<file path="src/logic/uart_pkg.sv">
// Package: register map, field positions, reset values, state types.
// Assumes a 32-bit classic Wishbone slave; registers in byte lane 0.
package uart_pkg;
  // ---------------------------------------------------------------
  // Register byte offsets
  // ---------------------------------------------------------------
  localparam logic [7:0] ADR_DATA = 8'h00; // tx_rx_data_buffer
  localparam logic [7:0] ADR_CSA = 8'h04; // ctrl_status_a
  localparam logic [7:0] ADR_CSB = 8'h08; // ctrl_status_b
  localparam logic [7:0] ADR_CSC = 8'h0c; // ctrl_status_c
  localparam logic [7:0] ADR_BDL = 8'h10; // baud_divisor_low
  localparam logic [7:0] ADR_BDH = 8'h14; // baud_divisor_high
  localparam logic [7:0] ADR_PRR = 8'h18; // power_reduction_reg
  // ---------------------------------------------------------------
  // Field positions
  // ---------------------------------------------------------------
  localparam int CSA_RXC = 7; // rx_complete_flag
  localparam int CSA_TXC = 6; // tx_complete_flag
  localparam int CSA_UDRE = 5; // tx_buffer_empty_flag
  localparam int CSA_FERR = 4; // frame_error_flag
  localparam int CSA_DOR = 3; // Data overrun
  localparam int CSA_PERR = 2; // Parity error
  localparam int CSA_U2X = 1; // double_speed_select
  localparam int CSB_RXEN = 4; // Receiver enable
  localparam int CSB_TRANSMITTER_ENABLE_BIT = 3; // transmitter_enable_bit
  localparam int CSB_CSZ2 = 2; // char_size_field bit 2
  localparam int CSB_RX9 = 1; // Received ninth bit
  localparam int CSB_TX9 = 0; // Ninth bit to send
  localparam int CSC_PM = 4; // parity_mode_field, 2 bits
  localparam int CSC_STOP = 3; // stop_bit_select
  localparam int CSC_CSZ = 1; // char_size_field bits 1:0
  localparam int PRR_BIT = 0; // serial_power_reduce_bit
  // ---------------------------------------------------------------
  // Reset values and sample counts
  // ---------------------------------------------------------------
  localparam logic PRR_RST = 1'b1; // Block held off until cleared
  localparam logic [2:0] CSZ_RST = 3'h3; // Eight data bits
  localparam logic [2:0] CSZ_NINE = 3'h7; // Nine data bits code
  localparam logic [4:0] OVS_NORM = 5'h10; // Ticks per bit, normal
  localparam logic [4:0] OVS_DBL = 5'h08; // Ticks per bit, double
  // ---------------------------------------------------------------
  // State types
  // ---------------------------------------------------------------
  typedef enum logic [2:0] {TX_IDLE, TX_START, TX_DATA, TX_PAR,
    TX_STOP} tx_state_t;
  typedef enum logic [2:0] {RX_IDLE, RX_START, RX_DATA, RX_PAR,
    RX_STOP} rx_state_t;
endpackage

</file>
<file path="src/logic/uart_baud_frame_core.sv">
// UART core: baud generator, transmitter, receiver, Wishbone registers.
// Assumes one 20 MHz clock, synchronous rxd_i, classic Wishbone master.
//
// The Wishbone interface to the registers and the address map were chosen for this implementation.
`timescale 1ns/1ps
`default_nettype none
module uart_baud_frame_core (
  input wire logic clk_i,
  input wire logic rst_i,
  input wire logic wb_cyc_i,
  input wire logic wb_stb_i,
  input wire logic wb_we_i,
  input wire logic [7:0] wb_adr_i,
  input wire logic [3:0] wb_sel_i,
  input wire logic [31:0] wb_dat_i,
  output logic [31:0] wb_dat_o,
  output logic wb_ack_o,
  input wire logic rxd_i,
  output logic txd_o,
  output logic txd_oe_o
);
  import uart_pkg::*;

  // -------------------------------------------------------------
  // State
  // -------------------------------------------------------------
  typedef struct packed {
    logic [11:0] div; // Baud divisor
    logic [11:0] cnt; // Baud down-counter
    logic tick; // Baud tick
    logic u2x; // Double speed
    logic [2:0] csz; // Character size code
    logic [1:0] upm; // Parity mode
    logic usbs; // Two stop bits
    logic rxen; // Receiver on
    logic transmitter_enable_bit; // Transmitter on
    logic tx9; // Ninth bit to send
    logic prr; // Power reduce
    logic ack; // Bus answer
    logic [7:0] rdat; // Read data
    tx_state_t tx_st; // Transmit state
    logic [3:0] tx_sub; // Ticks within bit
    logic [3:0] tx_bit; // Bit index
    logic [8:0] tx_sh; // Transmit shifter
    logic tx_par; // Parity to send
    logic [8:0] tx_buf; // Write buffer
    logic udre; // Buffer empty
    logic txc; // Transmit complete
    logic txd; // Line level
    logic txoe; // Pin override
    rx_state_t rx_st; // Receive state
    logic [3:0] rx_sub; // Ticks within bit
    logic [3:0] rx_bit; // Bit index
    logic [8:0] rx_sh; // Receive shifter
    logic rx_par; // Running parity
    logic perr; // Parity mismatch
    logic [1:0] vote; // Early samples
    logic rx_prev; // Line at last tick
    logic [1:0][10:0] rx_q; // Entries {pe,fe,data}
    logic rx_hd; // Head index
    logic [1:0] rx_cnt; // Entries held
    logic dor; // Overrun
  } state_t;

  state_t st_r; // Registered state
  state_t st_nxt; // Next state

  // -------------------------------------------------------------
  // Decode helpers
  // -------------------------------------------------------------
  logic acc, wr, pop, wr_bdl;
  logic [4:0] ovs;
  logic [3:0] last, mid, nbits;
  logic [8:0] dmask, rx_word;
  logic maj, rx_on, rx_dec, rx_push, tx_end, tx_load;
  logic [10:0] hd_e;
  logic [7:0] rd_val;

  assign acc = wb_cyc_i & wb_stb_i;
  assign wr = acc & st_r.ack & wb_we_i & wb_sel_i[0];
  assign pop = acc & st_r.ack & ~wb_we_i & (wb_adr_i == ADR_DATA);
  assign wr_bdl = wr & (wb_adr_i == ADR_BDL);
  assign ovs = st_r.u2x ? OVS_DBL : OVS_NORM;
  assign last = 4'(ovs - 5'h01);
  assign mid = 4'(ovs >> 1);
  // Data bit count; reserved codes act as eight
  assign nbits = (st_r.csz == CSZ_NINE) ? 4'h9 : st_r.csz[2] ? 4'h8 :
    4'h5 + {2'h0, st_r.csz[1:0]};
  assign dmask = 9'h1ff >> (4'h9 - nbits);
  assign rx_word = st_r.rx_sh >> (4'h9 - nbits);
  // Two earlier samples plus the present one
  assign maj = (st_r.vote[0] & st_r.vote[1]) | (st_r.vote[0] & rxd_i) |
    (st_r.vote[1] & rxd_i);
  assign rx_on = st_r.rxen & ~st_r.prr;
  assign rx_dec = rx_on & st_r.tick & (st_r.rx_st != RX_IDLE) &
    (st_r.rx_sub == mid + 4'h1);
  assign rx_push = rx_dec & (st_r.rx_st == RX_STOP);
  assign tx_end = st_r.tick & (st_r.tx_st == TX_STOP) &
    (st_r.tx_sub == last) & ~(st_r.usbs & (st_r.tx_bit == 4'h0));
  // Pending data still goes out after disable
  assign tx_load = ~st_r.udre & (st_r.transmitter_enable_bit | st_r.txoe);
  assign hd_e = st_r.rx_q[st_r.rx_hd];

  // -------------------------------------------------------------
  // Read mux
  // -------------------------------------------------------------
  always_comb begin
    rd_val = 8'h00;
    case (wb_adr_i)
      ADR_DATA: rd_val = hd_e[7:0];
      ADR_CSA: begin
        rd_val[CSA_RXC] = st_r.rx_cnt != 2'h0;
        rd_val[CSA_TXC] = st_r.txc;
        rd_val[CSA_UDRE] = st_r.udre;
        rd_val[CSA_FERR] = hd_e[9] & (st_r.rx_cnt != 2'h0);
        rd_val[CSA_DOR] = st_r.dor;
        rd_val[CSA_PERR] = hd_e[10] & (st_r.rx_cnt != 2'h0);
        rd_val[CSA_U2X] = st_r.u2x;
      end
      ADR_CSB: begin
        rd_val[CSB_RXEN] = st_r.rxen;
        rd_val[CSB_TRANSMITTER_ENABLE_BIT] = st_r.transmitter_enable_bit;
        rd_val[CSB_CSZ2] = st_r.csz[2];
        rd_val[CSB_RX9] = hd_e[8];
        rd_val[CSB_TX9] = st_r.tx9;
      end
      ADR_CSC: begin
        rd_val[CSC_PM +: 2] = st_r.upm;
        rd_val[CSC_STOP] = st_r.usbs;
        rd_val[CSC_CSZ +: 2] = st_r.csz[1:0];
      end
      ADR_BDL: rd_val = st_r.div[7:0];
      ADR_BDH: rd_val = {4'h0, st_r.div[11:8]};
      ADR_PRR: rd_val[PRR_BIT] = st_r.prr;
      default: rd_val = 8'h00; // Unmapped reads zero
    endcase
  end

  // -------------------------------------------------------------
  // Next state
  // -------------------------------------------------------------
  always_comb begin
    st_nxt = st_r;
    // Answer one cycle after request, for one cycle
    st_nxt.ack = acc & ~st_r.ack;
    if (acc & ~st_r.ack) begin
      st_nxt.rdat = rd_val;
    end
    // Register writes; take effect at the acknowledged edge
    if (wr) begin
      case (wb_adr_i)
        ADR_CSA: begin
          st_nxt.u2x = wb_dat_i[CSA_U2X];
          if (wb_dat_i[CSA_TXC]) begin
            st_nxt.txc = 1'b0;
          end
        end
        ADR_CSB: begin
          st_nxt.rxen = wb_dat_i[CSB_RXEN];
          st_nxt.transmitter_enable_bit = wb_dat_i[CSB_TRANSMITTER_ENABLE_BIT];
          st_nxt.csz[2] = wb_dat_i[CSB_CSZ2];
          st_nxt.tx9 = wb_dat_i[CSB_TX9];
        end
        ADR_CSC: begin
          st_nxt.upm = wb_dat_i[CSC_PM +: 2];
          st_nxt.usbs = wb_dat_i[CSC_STOP];
          st_nxt.csz[1:0] = wb_dat_i[CSC_CSZ +: 2];
        end
        ADR_BDL: st_nxt.div[7:0] = wb_dat_i[7:0];
        ADR_BDH: st_nxt.div[11:8] = wb_dat_i[3:0];
        ADR_PRR: st_nxt.prr = wb_dat_i[PRR_BIT];
        default: ; // Unmapped writes ignored
      endcase
    end
    // Baud generator
    if (st_r.cnt == 12'h000 || wr_bdl) begin
      st_nxt.cnt = st_nxt.div;
    end else begin
      st_nxt.cnt = st_r.cnt - 12'h001;
    end
    st_nxt.tick = (st_r.cnt == 12'h000) & ~st_r.prr;
    // Reading data drops the head entry
    if (pop && st_r.rx_cnt != 2'h0) begin
      st_nxt.rx_hd = ~st_r.rx_hd;
      st_nxt.rx_cnt = st_r.rx_cnt - 2'h1;
      st_nxt.dor = 1'b0;
    end
    // Transmitter bit timing
    if (st_r.tx_st != TX_IDLE && st_r.tick) begin
      st_nxt.tx_sub = st_r.tx_sub + 4'h1;
      if (st_r.tx_sub == last) begin
        st_nxt.tx_sub = 4'h0;
        case (st_r.tx_st)
          TX_START: begin
            st_nxt.tx_st = TX_DATA;
            st_nxt.tx_bit = 4'h0;
          end
          TX_DATA: begin
            st_nxt.tx_sh = st_r.tx_sh >> 1; // LSB first
            st_nxt.tx_bit = st_r.tx_bit + 4'h1;
            if (st_r.tx_bit == nbits - 4'h1) begin
              st_nxt.tx_st = st_r.upm[1] ? TX_PAR : TX_STOP;
              st_nxt.tx_bit = 4'h0;
            end
          end
          TX_PAR: st_nxt.tx_st = TX_STOP;
          default: st_nxt.tx_bit = 4'h1; // Second stop bit
        endcase
      end
    end
    // Load shifter when idle or right after the last stop
    if ((st_r.tx_st == TX_IDLE || tx_end) && tx_load) begin
      st_nxt.tx_st = TX_START;
      st_nxt.tx_sub = 4'h0;
      st_nxt.tx_sh = st_r.tx_buf & dmask;
      st_nxt.tx_par = ^(st_r.tx_buf & dmask) ^ st_r.upm[0];
      st_nxt.udre = 1'b1;
    end else if (tx_end) begin
      st_nxt.tx_st = TX_IDLE;
      st_nxt.txc = 1'b1;
    end
    // Receiver
    if (!rx_on) begin
      st_nxt.rx_st = RX_IDLE;
      st_nxt.rx_prev = 1'b1;
    end else if (st_r.tick) begin
      st_nxt.rx_prev = rxd_i;
      if (st_r.rx_st == RX_IDLE) begin
        // Falling edge is a candidate start bit
        if (st_r.rx_prev && !rxd_i) begin
          st_nxt.rx_st = RX_START;
          st_nxt.rx_sub = 4'h1;
        end
      end else begin
        st_nxt.rx_sub = st_r.rx_sub + 4'h1;
        if (st_r.rx_sub == mid - 4'h1) begin
          st_nxt.vote[0] = rxd_i;
        end
        if (st_r.rx_sub == mid) begin
          st_nxt.vote[1] = rxd_i;
        end
        if (rx_dec) begin
          case (st_r.rx_st)
            RX_START: begin
              if (maj) begin
                st_nxt.rx_st = RX_IDLE;
              end
            end
            RX_DATA: begin
              st_nxt.rx_sh = {maj, st_r.rx_sh[8:1]};
              st_nxt.rx_par = st_r.rx_par ^ maj;
            end
            RX_PAR: st_nxt.perr = maj ^ st_r.rx_par ^ st_r.upm[0];
            default: st_nxt.rx_st = RX_IDLE;
          endcase
        end
        if (st_r.rx_sub == last) begin
          st_nxt.rx_sub = 4'h0;
          case (st_r.rx_st)
            RX_START: begin
              st_nxt.rx_st = RX_DATA;
              st_nxt.rx_bit = 4'h0;
              st_nxt.rx_par = 1'b0;
              st_nxt.perr = 1'b0;
            end
            RX_DATA: begin
              st_nxt.rx_bit = st_r.rx_bit + 4'h1;
              if (st_r.rx_bit == nbits - 4'h1) begin
                st_nxt.rx_st = st_r.upm[1] ? RX_PAR : RX_STOP;
              end
            end
            RX_PAR: st_nxt.rx_st = RX_STOP;
            default: ;
          endcase
        end
      end
    end
    // Store frame; a full buffer loses it and flags overrun
    if (rx_push) begin
      if (st_nxt.rx_cnt == 2'h2) begin
        st_nxt.dor = 1'b1;
      end else begin
        st_nxt.rx_q[st_nxt.rx_hd ^ st_nxt.rx_cnt[0]] =
          {st_r.perr & st_r.upm[1], ~maj, rx_word};
        st_nxt.rx_cnt = st_nxt.rx_cnt + 2'h1;
      end
    end
    // Data write fills the buffer
    if (wr && wb_adr_i == ADR_DATA) begin
      st_nxt.tx_buf = {st_r.tx9, wb_dat_i[7:0]};
      st_nxt.udre = 1'b0;
    end
    // Pin override held until all data has gone
    st_nxt.txoe = st_nxt.transmitter_enable_bit | (st_nxt.tx_st != TX_IDLE) |
      ~st_nxt.udre;
    case (st_nxt.tx_st)
      TX_START: st_nxt.txd = 1'b0;
      TX_DATA: st_nxt.txd = st_nxt.tx_sh[0];
      TX_PAR: st_nxt.txd = st_nxt.tx_par;
      default: st_nxt.txd = 1'b1; // Stop and idle high
    endcase
  end

  // -------------------------------------------------------------
  // State register
  // -------------------------------------------------------------
  always_ff @(posedge clk_i) begin
    if (rst_i) begin
      st_r <= '0;
      st_r.csz <= CSZ_RST;
      st_r.prr <= PRR_RST;
      st_r.udre <= 1'b1;
      st_r.txd <= 1'b1;
      st_r.rx_prev <= 1'b1;
    end else begin
      st_r <= st_nxt;
    end
  end

  assign wb_dat_o = {24'h000000, st_r.rdat};
  assign wb_ack_o = st_r.ack;
  assign txd_o = st_r.txd;
  assign txd_oe_o = st_r.txoe;

  // -------------------------------------------------------------
  // Checks
  // -------------------------------------------------------------
  chk_baud_reload: assert property (
    @(posedge clk_i) disable iff (rst_i)
    (st_r.cnt == 12'h000 && !wr) |=> st_r.cnt == $past(st_r.div))
    else $error("baud counter missed reload");
  chk_tick_rate: assert property (
    @(posedge clk_i) disable iff (rst_i)
    (st_r.cnt != 12'h000) |=> !st_r.tick)
    else $error("tick without zero count");
  chk_bit_length: assert property (
    @(posedge clk_i) disable iff (rst_i)
    st_r.tx_sub <= last)
    else $error("transmit bit too long");
  chk_start_low: assert property (
    @(posedge clk_i) disable iff (rst_i)
    (st_r.tx_st == TX_START) |-> !txd_o)
    else $error("start bit not low");
  chk_idle_high: assert property (
    @(posedge clk_i) disable iff (rst_i)
    (st_r.tx_st == TX_IDLE) |-> txd_o)
    else $error("idle line not high");
  chk_empty_clear: assert property (
    @(posedge clk_i) disable iff (rst_i)
    (wr && wb_adr_i == ADR_DATA) |=> !st_r.udre)
    else $error("buffer empty not cleared");
  chk_txc_set: assert property (
    @(posedge clk_i) disable iff (rst_i)
    (tx_end && st_r.udre) |=> st_r.txc && st_r.tx_st == TX_IDLE)
    else $error("transmit complete not set");
  chk_pin_hold: assert property (
    @(posedge clk_i) disable iff (rst_i)
    (st_r.tx_st != TX_IDLE || !st_r.udre) |-> txd_oe_o)
    else $error("pin released early");
  chk_false_start: assert property (
    @(posedge clk_i) disable iff (rst_i)
    (rx_dec && st_r.rx_st == RX_START && maj) |=>
      st_r.rx_st == RX_IDLE)
    else $error("false start accepted");
  chk_overrun_flag: assert property (
    @(posedge clk_i) disable iff (rst_i)
    (rx_push && st_r.rx_cnt == 2'h2 && !pop) |=>
      st_r.dor && st_r.rx_cnt == 2'h2)
    else $error("overrun not flagged");
  chk_ack_pulse: assert property (
    @(posedge clk_i) disable iff (rst_i)
    (acc && !st_r.ack) |=> st_r.ack ##1 !st_r.ack)
    else $error("bus answer not one cycle");
endmodule // uart_baud_frame_core
`default_nettype wire

</file>
<file path="config.mk">
export PLATFORM = sky130hd
export DESIGN_NAME = uart_baud_frame_core
export DESIGN_NICKNAME = d
export VERILOG_FILES = /design/src/logic/uart_pkg.sv /design/src/logic/uart_baud_frame_core.sv
export SDC_FILE = /design/constraint.sdc
export NUM_CORES = 1
export LEC_CHECK = 0
export BUFFER_PORTS_ARGS = -buffer_cell sky130_fd_sc_hd__buf_4
export CORE_ASPECT_RATIO = 1.5
export CORE_MARGIN = 5
export CORE_UTILIZATION = 40
export DETAILED_ROUTE_END_ITERATION = 16
export HOLD_SLACK_MARGIN = 0.15
export PLACE_DENSITY_LB_ADDON = 0.3
export SKIP_CTS_REPAIR_TIMING = 1
export SYNTH_ARGS = -nofsm -noshare
export SYNTH_HDL_FRONTEND = slang
export SYNTH_SLANG_ARGS = --single-unit
</file>
<file path="constraint.sdc">
create_clock -name clk_i -period 4.6 [get_ports clk_i]
set_input_delay 0.92 -clock clk_i [delete_from_list [all_inputs] [get_ports clk_i]]
set_output_delay 0.92 -clock clk_i [all_outputs]
set_load 0.01 [all_outputs]
</file>
==> results.py, run 1 <==
metrics = {
    "synthesis": {
        "synth_edf_count": 0,
        "ys_async_sr_fraction_pct": 0,
        "ys_seq_elements": 130,
        "ys_types": 71,
        "synth.cell_area_um2": 7040,
        "ys.flop_type": "dfxtp_1",
        "syn_area_per_cell_um2": 8.22,
        "synth-seq-area-share_pct": 37.0,
        "yosys_warnings": 0,
        "syn-instance-count": 856,
    },
    "routing": {
        "vias": 5879,
        "avgViaCountPerCell": 5.41,
        "drt-total-wl_um": 17600,
        "initialDrtViolationCount": 336,
        "routedWlPerCell_um": 16.2,
        "ant_nets": 0,
        "drc": 0,
        "drt-pass1-iter-count": 5,
    },
    "final_layout": {
        "drive_gt1_share_pct": 11.0,
        "fin_nets": 929,
        "n_fill_cell": 1709,
        "area_growth_pct": 11.3,
        "diodes": 0,
        "postLayoutCoreUtil_pct": 45.2,
    },
    "clock_tree": {
        "cts_root_buffer": "clkbuf_16",
        "clkLatencyLatePin_ps": 430,
        "clockBufferDepth": 2,
        "cts_buffers": 17,
        "clock-sinks": 130,
        "cts_tree": "yes",
        "ctsHtreeMaxLevel": 4,
        "clkSlewWorstSetupHoldPaths_ps": 70,
    },
    "sta": {
        "timing.slew.headroom_pct": 36.8,
        "finalCritPeriodShare_pct": 82.2,
        "setup_viol": 0,
        "clock.fmax_mhz": 265,
        "setup-tns-final_ps": 0,
        "rsz0062_at_grt": "no",
        "min_period_ps": 3780,
        "finalHoldViolCount": 0,
        "worst_clock_skew_ps": 15.1,
        "slew_violations": 0,
        "worst_pin_slew_ps": 940,
    },
    "run": {
        "max-cap-violations": 0,
    },
    "power": {
        "power.leakage_nw": 2.77,
        "p_sw_share_pct": 28.2,
        "power_frac_seq_pct": 42.9,
        "p_sw_uw": 801,
        "peakVddDrop_mv": 0.278,
        "power_density_nw_per_um2": 362,
        "p_int_mw": 2.03,
        "comb_power_share_pct": 10.9,
        "p_clk_share_pct": 46.2,
    },
    "setup_path": {
        "cpMostUsedCell": "ha_1",
        "cp_max_fo": 12,
        "path_class": "reg -> reg",
        "startpoint": "st_r[101]",
        "max_stage_delay_ps": 560,
        "critPathLaunchType": "register",
        "path_cells": "ha_1, and2b_1, nor2_1, buf_4, inv_1, ha_1, xnor3_1, a2bb2oi_1, o22a_2, nor4_4, a311oi_2, a211o_1, a311o_1",
        "cp_slowest_cell": "dfxtp_1",
        "regToRegStartpoint": "st_r[101]",
        "reg2regPathDepth": 13,
        "required_ps": 4900,
        "cp-end-kind": "register",
        "critPathArrivalTime_ps": 4080,
    },
    "global_route": {
        "grt_pass1_wl_um": 28700,
        "first_global_vias": 5631,
        "grt_max_degree": 72,
        "grt_usage_pct": 17.4,
        "grt_overflow_total": 0,
        "antenna_found_initial": 0,
    },
    "placed_design": {
        "globalplace.congestion": 0.827,
        "portBuffers": 33,
        "dp_hpwl_um": 12900,
    },
    "die": {
        "die_x_um": 118,
        "core-area_um2": 17300,
        "rows": 59,
        "die_h_um": 172,
        "start_util_pct": 40.6,
        "boundaryPins": 85,
        "dieArea_um2": 20400,
    },
    "min_path": {
        "min_from": "st_r[21]",
        "hp-class": "reg -> reg",
        "hold_depth": 2,
    },
    "outcome": {
        "status": "finished clean",
    },
}
[synth_stat cells, drive strengths merged (5+ instances only)]
master,number,area [um2]
a211oi,12,90.1
a21oi,69,349
a221oi,5,43.8
a22oi,12,90.1
a2bb2oi,12,105
a31oi,5,31.3
and3,7,43.8
buf,38,275
clkbuf,41,154
dfxtp,130,2600
ha,19,238
inv,22,82.6
mux2i,44,440
nand2,109,409
nand2b,14,97.6
nand3,19,95.1
nand3b,7,52.6
nor2,101,379
nor2b,18,113
nor3,30,165
nor4,7,58.8
o21ai,20,100
or3,7,48.8
xnor2,18,158
xor2,16,140
[path summary, 6_finish.rpt]
check	to	slack, ps
worst max-delay path	txd_o	820
worst max register to register	txd_o	820
worst min register to register	st_r[21]	460
worst min-delay path	st_r[21]	460
[cell usage in the layout, fill, tap and decap left out, drive strengths merged, types with 17 or more instances in the layout]
master / synthesis / final
dfxtp: 130 / 130
nand2: 109 / 109
nor2: 101 / 101
a21oi: 69 / 69
mux2i: 44 / 44
buf: 38 / 41
inv: 22 / 33
nor3: 30 / 30
conb: 1 / 24
o21ai: 20 / 20
nand3: 19 / 19
ha: 19 / 19
xnor2: 18 / 18
nor2b: 18 / 18
clkbuf: 41 / 17
[worst max-delay path, delay by kind of cell, from the launching register on]
kind            cells  cell delay [ps]
simple gates        3              750
xor+xnor            1              210
fa+ha+maj           2              620
compound gates      5             1220
buf+inv             2              310
flops               1              560
[metrics by stage]
step                      area (um2)  hold slack, ps  power (mW)  cells  worst slack [ps]
after global placement          7270             442        1.55   1054               534
after detailed placement        7270             448        1.55   1054               473
after global routing            7830             476        2.96   1086               564
final                           7830             456        2.84   1086               819
after CTS                       7830             456        2.86   1086               823
after floorplan                 7120             432        1.49    879              1030
[state kept, by name, summed over array words and instances, names as in the netlist]
signal	flops
wb_dat_o	8
st_r	119
txd_o	1
wb_ack_o	1
txd_oe_o	1
[final cells by class]
class | instances | area (um2) | area share [%]
clock inverters | 15 | 136 | 1.74
multi-input cells | 647 | 4010 | 51.2
inverters | 23 | 86.3 | 1.10
clock buffers | 17 | 425 | 5.43
flip-flops and latches | 130 | 2600 | 33.2
well taps | 213 | 267 | 3.40
repair buffers | 41 | 308 | 3.93
[power by group through the flow]
stage	sequential, mW	combinational [mW]	clock [mW]
final	1.22	0.309	1.31
after floorplan	1.23	0.259	0
after CTS	1.22	0.312	1.33
after global routing	1.22	0.354	1.38
after global placement	1.24	0.306	0
after detailed placement	1.24	0.311	0
[per-layer routing]
layer	global-route usage [%]	up-vias	share of wire [%]
met3	3.24	32	3.3
met5	0	-	0
li1	-	2948	-
met4	7.29	0	3.0
met1	19.9	2780	42
met2	31.5	119	52
[cell families after synthesis]
| kind of cell | share of synthesized area [%] |
|---|---|
| compound gates | 15.6 |
| xor+xnor | 4.87 |
| fa+ha+maj | 3.52 |
| buf+inv | 7.33 |
| flops | 37.0 |
| mux | 7.86 |
| other cells | 0.0533 |
| simple gates | 23.8 |
Note: power is estimated with default switching activity, not from simulation.
==> run 2, diff against run 1 <==
Clock period 4.6 ns to 3.8 ns, I/O delays scaled along.
==> results.py, run 2 (synthesis gave the netlist of run 1 again) <==
metrics = {
    "min_path": {
        "min_from": "st_r[61]",
        "hp-class": "reg -> reg",
        "hold_end": "st_r[61]",
        "hold_depth": 2,
    },
    "setup_path": {
        "path_class": "reg -> reg",
        "critPathLaunchType": "register",
        "max_stage_delay_ps": 400,
        "required_ps": 4100,
        "r2r_slack_ps": 280,
        "cp-end-kind": "register",
        "cp_max_fo": 7,
        "path_cells": "ha_1, and2b_1, nor2_1, inv_1, ha_1, xnor3_1, a2bb2oi_1, o22a_2, nor4_4, a311oi_2, a211o_1, a311o_1",
        "cp_slowest_cell": "nor4_4",
        "reg2regPathDepth": 12,
        "reg2reg_to": "txd_o",
        "critPathArrivalTime_ps": 3820,
        "regToRegStartpoint": "st_r[102]",
        "cpMostUsedCell": "ha_1",
    },
    "final_layout": {
        "area_growth_pct": 13.6,
        "postLayoutCoreUtil_pct": 46.1,
        "fin_nets": 943,
        "largest_reg_flops": 119,
        "layout_common_cells": "dfxtp_1 (130), nand2_1 (109), nor2_1 (101)",
        "drive_gt1_share_pct": 12.4,
        "layout_commonest_cell": "dfxtp_1",
        "diodes": 0,
        "n_fill_cell": 1714,
        "largest_register": "st_r",
    },
    "sta": {
        "worst_clock_skew_ps": 11.8,
        "setup_viol": 0,
        "finalHoldViolCount": 0,
        "finalCritPeriodShare_pct": 92.6,
        "worst_pin_slew_ps": 934,
        "finalWorstSetupSlack_ps": 280,
        "min_period_ps": 3520,
        "timing.slew.headroom_pct": 37.2,
        "setup-tns-final_ps": 0,
        "rsz0062_at_grt": "no",
        "slew_violations": 0,
        "clock.fmax_mhz": 284,
    },
    "routing": {
        "vias": 5935,
        "drt-pass1-iter-count": 5,
        "drt-total-wl_um": 17900,
        "avgViaCountPerCell": 5.40,
        "ant_nets": 0,
        "drc": 0,
        "initialDrtViolationCount": 347,
        "routedWlPerCell_um": 16.2,
    },
    "outcome": {
        "status": "finished clean",
    },
    "clock_tree": {
        "clkSlewWorstSetupHoldPaths_ps": 60,
        "cts_buffers": 17,
        "ctsHtreeMaxLevel": 4,
        "cts_tree": "yes",
        "clkLatencyLatePin_ps": 430,
        "clock-sinks": 130,
        "clockBufferDepth": 2,
        "cts_root_buffer": "clkbuf_16",
    },
    "die": {
        "die_x_um": 118,
        "start_util_pct": 40.6,
        "core-area_um2": 17300,
        "die_h_um": 172,
        "rows": 59,
        "boundaryPins": 85,
        "dieArea_um2": 20400,
    },
    "power": {
        "peakVddDrop_mv": 0.338,
        "p_total_mw": 3.57,
        "power_density_nw_per_um2": 447,
        "power.leakage_nw": 2.87,
    },
    "global_route": {
        "grt_pass1_wl_um": 28900,
        "antenna_found_initial": 0,
        "grt_max_degree": 71,
        "grt_overflow_total": 0,
        "grt_usage_pct": 17.5,
        "first_global_vias": 5564,
    },
    "placed_design": {
        "globalplace.congestion": 0.873,
        "pre_cts_slack_ps": 194,
        "dp_hpwl_um": 13100,
        "portBuffers": 33,
    },
    "run": {
        "max-cap-violations": 0,
    },
}
## run 2: stage by stage
stage / instance area, um2 / std cells / hold WS, ps
finish: 7990 / 1100 / 451
global route: 7990 / 1100 / 478
CTS: 7990 / 1100 / 453
detailed placement: 7380 / 1068 / 444
global placement: 7380 / 1068 / 440
floorplan: 7120 / 879 / 432
## run 2: where the power goes
group          leakage, nW  internal, mW  switching (mW)  total, mW
Clock                0.300          1.00           0.709       1.71
Combinational         1.52         0.183           0.202      0.384
Sequential            1.05          1.42          0.0513       1.47
Total                 2.87          2.61           0.962       3.57
## run 2: worst max path at each step
stage / to / from / cells after the start
2_1_floorplan: txd_o / st_r[101] / 13
6_report: txd_o / st_r[102] / 12
3_5_place_dp: st_r[12] / wb_adr_i[3] / 13
3_3_place_gp: st_r[12] / wb_adr_i[3] / 13
5_1_grt: txd_o / st_r[102] / 12
4_1_cts: txd_o / st_r[102] / 12
## run 2: layer usage
layer | track usage [%] | routed length, um | vias up
met5 | 0 | 0 | -
met4 | 6.69 | 456 | 0
met3 | 3.21 | 727 | 26
met2 | 32.4 | 9430 | 135
met1 | 19.8 | 7240 | 2801
li1 | - | - | 2973
## run 2: cell type report
type	count	area [um2]	area share [%]
multi-input combinational	647	4010	50.2
sequential	130	2600	32.6
clock buffer	17	425	5.32
timing repair buffer	55	413	5.17
tap	213	267	3.33
clock inverter	15	190	2.38
inverter	23	86.3	1.08
## run 2: worst max-delay path: cells and delay by family (launching register included)
kind            cells  cell delay (ps)
xor+xnor            1              200
fa+ha+maj           2              600
flops               1              360
compound gates      5             1250
buf+inv             1              150
simple gates        3              860
